File: src/rtl/t1_alarm_defs.vh
// Offsets, field positions, reset values and timing for the T1 receive alarm monitor
`ifndef T1_ALARM_DEFS_VH
`define T1_ALARM_DEFS_VH

// ****************************************
// Register offsets (framer one)
// ****************************************
`define OFF_LIVE_ONE     12'h0b0
`define OFF_STICKY_ONE   12'h090
`define OFF_MASK_ONE     12'h0a0
`define OFF_RX_CTRL_TWO  12'h004
`define FRAMER_STRIDE    12'h200

// ****************************************
// Live status field positions
// ****************************************
`define LIVE_LOF   0
`define LIVE_LOS   1
`define LIVE_AIS   2
`define LIVE_RAI   3
// Sticky: rising edge at live position, falling edge at live position plus 4
`define STICKY_FALL_OFS 4

// ****************************************
// Control fields and reset values
// ****************************************
`define CTL_YEL_FBIT   0
`define CTL_ESF        2
`define RST_MASK       8'h00
`define RST_CTRL       8'h00

// ****************************************
// Alarm criteria
// ****************************************
`define AIS_WIN_US      3000
`define CLK_MHZ         10
`define AIS_MAX_ZEROS   4
`define RAI_CHANS       256
`define RAI_MIN_ZEROS   254
`define ESF_PATTERN     16'h00ff
`define ESF_RUN         16
`define ESF_KEEP_MIN    15
`define LOS_ZEROS       192
`define LOS_WIN_BITS    112
`define LOS_MIN_ONES    14

`endif

File: src/rtl/t1_alarm_status_monitor.v
// Receive alarm detectors, live and sticky status, mask and interrupt for one T1 framer
//
// Overview of operation
// Sticky bit holds one until host clears
// Write one clears sticky, zero keeps
// Cleared bit resets only on new event
// Live bits read-only, show present state
// Live reads never touch sticky bits
// Read value stable through the access
// Mask bits gate sticky bits onto interrupt
// Unmasked sticky bit drives interrupt low
// Interrupt high once causes are cleared
// Clear releases bit despite ongoing alarm
// Live bit zero shows frame loss
// Sticky bit zero on frame loss
// Sticky bit four on frame regain
// Blue alarm on four zeros per 3ms
// Blue alarm clears on five zeros
// Bit-two mode: 254 of 256 zero
// Twelfth F-bit: two equal bits decide
// ESF: sixteen consecutive 00ff sets yellow
// ESF: fourteen or fewer of sixteen clear
// Carrier loss after 192 zeros
// Carrier back: 14 ones in 112 bits
// Framer n at base plus (n-1)*200h
// Blue alarm robust, ignores framed ones
// Event wins over same-cycle clear
`timescale 1ns/1ps
`default_nettype none
`include "t1_alarm_defs.vh"

module t1_alarm_status_monitor #(
  parameter [3:0]  FRAMER_NUM  = 4'd1,
  parameter        AIS_WIN_CYC = `AIS_WIN_US * `CLK_MHZ
) (
  input  wire        mclk_in,
  input  wire        nrst_in,
  input  wire [11:0] addr_in,
  input  wire [7:0]  wr_data_in,
  input  wire        wr_en_in,
  input  wire        rd_en_in,
  output reg  [7:0]  rd_data_out,
  input  wire        rx_data_in,
  input  wire        rx_bit_en_in,
  input  wire        chan_bit2_en_in,
  input  wire        fbit12_en_in,
  input  wire        fdl_bit_en_in,
  input  wire        rx_frame_loss_in,
  output reg         irq_out_n
);

  // ****************************************
  // Address decode
  // ****************************************
  localparam [11:0] BASE = (FRAMER_NUM - 4'd1) * `FRAMER_STRIDE;

  function hit;
    input [11:0] a;
    input [11:0] off;
    begin
      hit = (a == BASE + off);
    end
  endfunction

  // Saturating count: a long run must not wrap back under its threshold
  function [8:0] sat_inc;
    input [8:0] v;
    input [8:0] lim;
    begin
      if (v == lim)
        sat_inc = v;
      else
        sat_inc = v + 9'h001;
    end
  endfunction

  wire sel_live   = hit(addr_in, `OFF_LIVE_ONE);
  wire sel_sticky = hit(addr_in, `OFF_STICKY_ONE);
  wire sel_mask   = hit(addr_in, `OFF_MASK_ONE);
  wire sel_ctrl   = hit(addr_in, `OFF_RX_CTRL_TWO);

  reg  [7:0] rx_sticky_status_one_q;
  reg  [7:0] rx_sticky_status_one_d;
  reg  [7:0] rx_irq_mask_set_q;
  reg  [7:0] t1_rx_control_two_q;
  reg  [3:0] live_q;
  reg  [3:0] live_prev_q;

  wire yel_fbit = t1_rx_control_two_q[`CTL_YEL_FBIT];
  wire esf_mode = t1_rx_control_two_q[`CTL_ESF];

  // ****************************************
  // Blue alarm: zeros counted per fixed window
  // ****************************************
  reg [31:0] ais_tmr_q;
  reg [2:0]  ais_zero_q;
  reg        ais_q;
  wire       ais_end = (ais_tmr_q == AIS_WIN_CYC - 1);
  wire       ais_zero_bit = rx_bit_en_in && !rx_data_in;
  wire [8:0] ais_zero_inc = sat_inc({6'h00, ais_zero_q}, 9'h005);

  // Unframed ones carry no zeros, framed ones carry F-bit zeros well over four
  // per window, and a 10E-3 error rate adds about five errors per window,
  // mostly ones-to-zeros only on a zero-rich line, so the threshold holds.
  always @(posedge mclk_in or negedge nrst_in) begin
    if (!nrst_in) begin
      ais_tmr_q  <= 32'h0000_0000;
      ais_zero_q <= 3'h0;
      ais_q      <= 1'b0;
    end else begin
      if (ais_end) begin
        ais_tmr_q  <= 32'h0000_0000;
        // The closing bit was judged above; counting it again would double it
        ais_zero_q <= 3'h0;
        ais_q      <= ({1'b0, ais_zero_q} + {3'b000, ais_zero_bit})
                      <= `AIS_MAX_ZEROS;
      end else begin
        ais_tmr_q <= ais_tmr_q + 32'h0000_0001;
        if (ais_zero_bit)
          ais_zero_q <= ais_zero_inc[2:0];
      end
    end
  end

  // ****************************************
  // Yellow alarm, D4 bit-two mode
  // ****************************************
  // Channels are judged in back-to-back blocks of 256; a sliding count would
  // need the whole 256-bit history kept
  reg [7:0] b2_chan_q;
  reg [8:0] b2_zero_q;
  reg       b2_rai_q;
  wire [8:0] b2_zero_now = b2_zero_q + {8'h00, !rx_data_in};

  always @(posedge mclk_in or negedge nrst_in) begin
    if (!nrst_in) begin
      b2_chan_q <= 8'h00;
      b2_zero_q <= 9'h000;
      b2_rai_q  <= 1'b0;
    end else if (chan_bit2_en_in) begin
      b2_chan_q <= b2_chan_q + 8'h01;
      if (b2_chan_q == `RAI_CHANS - 1) begin
        b2_zero_q <= 9'h000;
        b2_rai_q  <= (b2_zero_now >= `RAI_MIN_ZEROS);
      end else begin
        b2_zero_q <= b2_zero_now;
      end
    end
  end

  // ****************************************
  // Yellow alarm, D4 twelfth F-bit mode
  // ****************************************
  reg f12_last_q;
  reg f12_rai_q;

  always @(posedge mclk_in or negedge nrst_in) begin
    if (!nrst_in) begin
      f12_last_q <= 1'b0;
      f12_rai_q  <= 1'b0;
    end else if (fbit12_en_in) begin
      f12_last_q <= rx_data_in;
      if (f12_last_q == rx_data_in)
        f12_rai_q <= rx_data_in;
    end
  end

  // ****************************************
  // Yellow alarm, ESF data link
  // ****************************************
  // Patterns are framed on the first sliding match; afterwards each 16-bit
  // slot is judged as a whole, so the window is 16 patterns, not 256 bits.
  reg [15:0] fdl_sh_q;
  reg [3:0]  fdl_ph_q;
  reg        fdl_lock_q;
  reg [4:0]  esf_run_q;
  reg [3:0]  esf_slot_q;
  reg [4:0]  esf_hit_q;
  reg        esf_rai_q;
  wire [15:0] fdl_sh_d = {fdl_sh_q[14:0], rx_data_in};
  wire        fdl_match = (fdl_sh_d == `ESF_PATTERN);
  wire        fdl_slot  = fdl_lock_q && fdl_ph_q == 4'hf;
  wire [4:0]  esf_hit_now = esf_hit_q + {4'h0, fdl_match};
  wire [8:0]  esf_run_inc = sat_inc({4'h0, esf_run_q}, 9'h010);

  always @(posedge mclk_in or negedge nrst_in) begin
    if (!nrst_in) begin
      fdl_sh_q   <= 16'h0000;
      fdl_ph_q   <= 4'h0;
      fdl_lock_q <= 1'b0;
      esf_run_q  <= 5'h00;
      esf_slot_q <= 4'h0;
      esf_hit_q  <= 5'h00;
      esf_rai_q  <= 1'b0;
    end else if (!esf_mode) begin
      fdl_lock_q <= 1'b0;
      esf_run_q  <= 5'h00;
      esf_slot_q <= 4'h0;
      esf_hit_q  <= 5'h00;
      esf_rai_q  <= 1'b0;
    end else if (fdl_bit_en_in) begin
      fdl_sh_q <= fdl_sh_d;
      fdl_ph_q <= fdl_ph_q + 4'h1;
      if (!fdl_lock_q && fdl_match) begin
        fdl_lock_q <= 1'b1;
        fdl_ph_q   <= 4'h0;
        esf_run_q  <= 5'h01;
        esf_slot_q <= 4'h1;
        esf_hit_q  <= 5'h01;
      end else if (fdl_slot) begin
        esf_run_q  <= fdl_match ? esf_run_inc[4:0] : 5'h00;
        esf_slot_q <= esf_slot_q + 4'h1;
        if (fdl_match && esf_run_q == `ESF_RUN - 1)
          esf_rai_q <= 1'b1;
        if (esf_slot_q == 4'hf) begin
          esf_hit_q <= 5'h00;
          if (esf_hit_now < `ESF_KEEP_MIN)
            esf_rai_q <= 1'b0;
        end else begin
          esf_hit_q <= esf_hit_now;
        end
      end
    end
  end

  wire rai_now = esf_mode ? esf_rai_q : (yel_fbit ? f12_rai_q : b2_rai_q);

  // ****************************************
  // Loss of signal
  // ****************************************
  // One-hot: line good, lost and waiting for a one, lost with a window open
  localparam [2:0] LOS_GOOD = 3'b001;
  localparam [2:0] LOS_WAIT = 3'b010;
  localparam [2:0] LOS_WIN  = 3'b100;

  reg [2:0] los_st_q;
  reg [7:0] los_zero_q;
  reg [6:0] los_win_q;
  reg [3:0] los_ones_q;
  reg       rx_carrier_loss_q;

  wire [8:0] los_zero_inc = sat_inc({1'b0, los_zero_q}, 9'h0c0);

  always @(posedge mclk_in or negedge nrst_in) begin
    if (!nrst_in) begin
      los_st_q          <= LOS_GOOD;
      los_zero_q        <= 8'h00;
      los_win_q         <= 7'h00;
      los_ones_q        <= 4'h0;
      rx_carrier_loss_q <= 1'b0;
    end else if (rx_bit_en_in) begin
      if (rx_data_in)
        los_zero_q <= 8'h00;
      else
        los_zero_q <= los_zero_inc[7:0];
      case (los_st_q)
        LOS_GOOD: begin
          if (!rx_data_in && los_zero_q == `LOS_ZEROS - 1) begin
            los_st_q          <= LOS_WAIT;
            rx_carrier_loss_q <= 1'b1;
          end
        end
        LOS_WAIT: begin
          // A window always starts at a one; a failed window waits here again
          if (rx_data_in) begin
            los_st_q   <= LOS_WIN;
            los_win_q  <= 7'h01;
            los_ones_q <= 4'h1;
          end
        end
        LOS_WIN: begin
          los_win_q  <= los_win_q + 7'h01;
          los_ones_q <= los_ones_q + {3'h0, rx_data_in};
          if (rx_data_in && los_ones_q == `LOS_MIN_ONES - 1) begin
            los_st_q          <= LOS_GOOD;
            rx_carrier_loss_q <= 1'b0;
          end else if (los_win_q == `LOS_WIN_BITS - 1) begin
            los_st_q <= LOS_WAIT;
          end
        end
        default: begin
          los_st_q          <= LOS_GOOD;
          rx_carrier_loss_q <= 1'b0;
        end
      endcase
    end
  end

  // ****************************************
  // Live status, sticky status and interrupt
  // ****************************************
  wire [3:0] live_d;
  assign live_d[`LIVE_LOF] = rx_frame_loss_in;
  assign live_d[`LIVE_LOS] = rx_carrier_loss_q;
  assign live_d[`LIVE_AIS] = ais_q;
  assign live_d[`LIVE_RAI] = rai_now;

  wire [7:0] edge_set = {live_prev_q & ~live_q, live_q & ~live_prev_q};
  wire [7:0] clr_mask = (wr_en_in && sel_sticky) ? wr_data_in : 8'h00;

  always @* begin
    // Set wins over a same-cycle clear; with no edge nothing re-sets
    rx_sticky_status_one_d = (rx_sticky_status_one_q & ~clr_mask) | edge_set;
  end

  always @(posedge mclk_in or negedge nrst_in) begin
    if (!nrst_in) begin
      live_q                 <= 4'h0;
      live_prev_q            <= 4'h0;
      rx_sticky_status_one_q <= 8'h00;
      rx_irq_mask_set_q      <= `RST_MASK;
      t1_rx_control_two_q    <= `RST_CTRL;
      irq_out_n              <= 1'b1;
      rd_data_out            <= 8'h00;
    end else begin
      live_q                 <= live_d;
      live_prev_q            <= live_q;
      rx_sticky_status_one_q <= rx_sticky_status_one_d;
      if (wr_en_in && sel_mask)
        rx_irq_mask_set_q <= wr_data_in;
      if (wr_en_in && sel_ctrl)
        t1_rx_control_two_q <= wr_data_in;
      // Mask bit one lets the sticky bit through
      irq_out_n <= ~|(rx_sticky_status_one_d & rx_irq_mask_set_q);
      // Captured once per read, so the value cannot move during the access
      if (rd_en_in) begin
        if (sel_live)
          rd_data_out <= {4'h0, live_q};
        else if (sel_sticky)
          rd_data_out <= rx_sticky_status_one_q;
        else if (sel_mask)
          rd_data_out <= rx_irq_mask_set_q;
        else if (sel_ctrl)
          rd_data_out <= t1_rx_control_two_q;
        else
          rd_data_out <= 8'h00;
      end else begin
        rd_data_out <= 8'h00;
      end
    end
  end

endmodule // t1_alarm_status_monitor

`default_nettype wire

File: config.mk
export PLATFORM = sky130hd
export DESIGN_NAME = t1_alarm_status_monitor
export DESIGN_NICKNAME = d
export VERILOG_FILES = /design/src/rtl/t1_alarm_status_monitor.v
export VERILOG_INCLUDE_DIRS = /design/src /design/src/rtl
export SDC_FILE = /design/constraint.sdc
export NUM_CORES = 1
export LEC_CHECK = 0
export ABC_CLOCK_PERIOD_IN_PS = 2600
export BUFFER_PORTS_ARGS = -buffer_cell sky130_fd_sc_hd__buf_4
export CAP_MARGIN = 0
export CORE_ASPECT_RATIO = 0.9
export CORE_UTILIZATION = 35
export DETAILED_ROUTE_END_ITERATION = 6
export GPL_TIMING_DRIVEN = 0
export SYNTH_ARGS = -nofsm -noshare
export SYNTH_HDL_FRONTEND = slang
export SYNTH_SLANG_ARGS = --single-unit
export TNS_END_PERCENT = 100
File: constraint.sdc
create_clock -name mclk_in -period 2.6 [get_ports mclk_in]
set_clock_uncertainty 0.05 [all_clocks]
set_input_delay 0.26 -clock mclk_in [delete_from_list [all_inputs] [get_ports mclk_in]]
set_output_delay 0.26 -clock mclk_in [all_outputs]
set_load 0.01 [all_outputs]
==> run_results.csv <==
group,metric,value,unit
drt,routed_wl,14.7,mm
global_route,grt_pass1_vias,5287,
synth,synth_area,7420,um^2
worst_setup_path,critPathMaxFanout,9,
finish,final_nets,848,
worst_setup_path,crit_type,"reg2reg",
worst_setup_path,crit_required,2.86,ns
synth,synth-async-reset-ratio,1.00,
synth,synth.distinct_cells,58,
worst_setup_path,crit_path_end_kind,"register",
place,portBuffers,37,
cts,clock_sinks,155,
finish,final_cells,1097,
timing,drv_slew,0,
synth,synth_seq_cells,155,
synth,syn_nets,786,
die,die-area,21800,um^2
finish,drive_gt1_frac,0.137,
global_route,antenna_found_initial,0,
cts,ctsRootBufferMaster,"clkbuf_16",
drt,post_drt_wl_per_cell,13.4,um
global_route,grt_usage,0.147,
timing,slew-limit-headroom,0.415,
place,dpl.cell_count,1060,
timing,clock.fmax,398,MHz
timing,period_share,0.966,
worst_setup_path,startpoint_type,"register",
finish,mostFrequentLayoutCell,"dfrtp_1",
global_route,grt_pass1_wl,25.7,mm
timing,setup_viol,0,
finish,mostFrequentLayoutCells,"153 x dfrtp_1, 107 x nand2_1, 44 x o21ai_0, 39 x nor2_1, 39 x buf_4",
finish,n_fill_cell,2043,
synth,ys_seq_area_frac,0.523,
cts,clkLatencyLatePin,0.42,ns
place,dp_hpwl,9.99,mm
global_route,grt-ovfl-total,0,
power_and_ir_drop,power_density,680,nW/um^2
cts,cts_buffer_depth,2,
drt,drt-pass1-iter-count,5,
place,place.gp.congestion,0.756,
synth,synth-edff-count,0,
die,die_h,140,um
global_route,grt_max_degree,94,
run,drv_cap,0,
drt,drt_iter0_markers,318,
synth,ys.flop_type,"dfrtp_1",
die,start_util,0.357,
cts,cts.clk_slew.worst_paths,0.07,ns
timing,tightest_slew,0.871,ns
synth,syn_area_per_cell,10.1,um^2
power_and_ir_drop,ir_drop,0.321,mV
die,die_width,155,um
worst_setup_path,critPathArrivalTime,2.78,ns
drt,num_vias,5409,
cts,tritoncts,"built",
timing,fin_crit,2.51,ns
power_and_ir_drop,power.leakage,3.91,nW
cts,numCtsBuffers,17,
cts,cts.htree.levels,4,
finish,num_antenna_cells,0,
place,post-place-ws,-0.348,ns
drt,vias_per_cell,4.93,
timing,hold_violations,0,
status,outcome,"complete, no violations",
drt,antenna_left,0,
die,pin_count,39,
drt,drc_errors,0,
die,core_area,20800,um^2
worst_hold_path,hp-class,"in2reg",
timing,worst_slack,0.0881,ns
synth,yosysWarnings,0,
finish,area_delta_synth_final,18.7,%
synth,synth_cells,736,
die,rows,50,
metrics by stage:
step / hold WS, ns / area (um^2) / utilization / TNS, ns / power (W)
2_1_floorplan: -0.0856 / 7420 / - / 0 / 0.00327
3_3_place_gp: 0.310 / 8060 / 0.388 / -4.87 / 0.00349
3_5_place_dp: 0.173 / 8090 / 0.390 / -4.52 / 0.00351
4_1_cts: 0.0291 / 8740 / 0.421 / 0 / 0.00606
5_1_grt: 0.0266 / 8800 / 0.424 / -0.0156 / 0.00630
6_report: 0.0454 / 8800 / 0.424 / 0 / 0.00598
cell type report:
type | count | area (um^2) | area share
plain buffers | 20 | 90.1 | 0.0102
well taps | 286 | 358 | 0.0406
clock inverters | 12 | 136 | 0.0155
clock buffers | 20 | 467 | 0.0530
flip-flops and latches | 155 | 3880 | 0.441
inverters | 27 | 106 | 0.0121
multi-input cells | 534 | 3410 | 0.387
repair buffers | 43 | 355 | 0.0404
Yosys cell counts (2+ instances only):
| cell | count | area [um^2] |
|---|---|---|
| a21oi_1 | 21 | 105 |
| or2_2 | 4 | 25.0 |
| mux2_2 | 18 | 203 |
| dfrtp_1 | 153 | 3830 |
| nand2b_1 | 9 | 56.3 |
| and4b_1 | 3 | 30.0 |
| o22ai_1 | 9 | 56.3 |
| nor3_1 | 14 | 70.1 |
| nor4bb_1 | 3 | 30.0 |
| nor2b_1 | 18 | 113 |
| nor3b_1 | 3 | 22.5 |
| a21boi_0 | 7 | 52.6 |
| xnor2_1 | 31 | 272 |
| o21ai_0 | 46 | 230 |
| a22o_1 | 5 | 43.8 |
| nand2_1 | 107 | 402 |
| and3_1 | 15 | 93.8 |
| nor4_1 | 10 | 62.6 |
| a222oi_1 | 2 | 20.0 |
| a22oi_1 | 10 | 75.1 |
| a31oi_1 | 2 | 12.5 |
| dfstp_2 | 2 | 52.6 |
| nand3b_1 | 4 | 30.0 |
| ha_1 | 20 | 250 |
| xor2_1 | 24 | 210 |
| and4_1 | 5 | 43.8 |
| nor4b_1 | 2 | 17.5 |
| clkbuf_1 | 18 | 67.6 |
| o21bai_1 | 2 | 15.0 |
| nor2_1 | 39 | 146 |
| nand3_1 | 39 | 195 |
| or4_1 | 6 | 45.0 |
| o31ai_1 | 5 | 37.5 |
| nand4_1 | 19 | 119 |
| inv_1 | 26 | 97.6 |
| a211oi_1 | 3 | 22.5 |
| a21o_1 | 11 | 82.6 |
logic make-up (layout without fill, tap and decap cells):
kind of cell,Yosys count,in the layout,share of synthesized area
AO/OA/AOI/OAI,132,132,0.112
XOR/XNOR,55,55,0.0649
adder cells (fa/ha/maj),20,20,0.0337
buffers and inverters,47,122,0.0250
flip-flops,155,155,0.523
multiplexers,19,19,0.0287
AND/OR/NAND/NOR,308,308,0.212
worst paths after layout:
check / start / end / slack (ns) / depth (start not counted)
worst max-delay path: fdl_sh_q[12] / esf_hit_q[1] / 0.09 / 6
worst min-delay path: wr_data_in[7] / t1_rx_control_two_q[7] / 0.05 / 2
worst max register to register: fdl_sh_q[12] / esf_hit_q[1] / 0.09 / 6
worst min register to register: ais_q / live_q[2] / 0.33 / 0
max in group asynchronous: nrst_in / los_st_q[0] / 1.36 / 3
min in group asynchronous: nrst_in / t1_rx_control_two_q[5] / 0.31 / 2
per-layer routing:
layer	global-route usage	up-vias	wire length, um
li1	-	2730	-
met1	0.210	2605	7740
met2	0.218	68	6470
met3	0.0396	6	438
met4	0.0418	0	84
met5	0	-	0
registers in the layout (all words and copies together) (netlist names), 8 cells and up:
name                    flops
t1_rx_control_two_q         8
rd_data_out                 8
rx_irq_mask_set_q           8
ais_tmr_q                  32
b2_chan_q                   8
rx_sticky_status_one_q      8
b2_zero_q                   9
fdl_sh_q                   15
los_zero_q                  8
power by group:
part,internal (W),switching (W),total [W]
Sequential,0.00262,0.000220,0.00284
Clock,0.00150,0.00102,0.00251
Combinational,0.000300,0.000330,0.000630
worst max-delay path, cell delays in order, from the launching register on:
cell and delay, ns:
dfrtp_1 0.40, or4_1 0.50, or4_4 0.58, o311a_1 0.38, buf_6 0.15, buf_4 0.13
a22o_1 0.22
what timing repair did:
action | in CTS | in global routing
buffers inserted | 0 | 3
resized for setup | 6 | 9
endpoints found under the hold margin | 62 | 0
pin swaps | 1 | 4
hold buffers | 2 | 0
endpoints found under the setup margin | 2 | 11
gates cloned | 0 | 0
No activity file was read; power rests on OpenSTA's default activity.
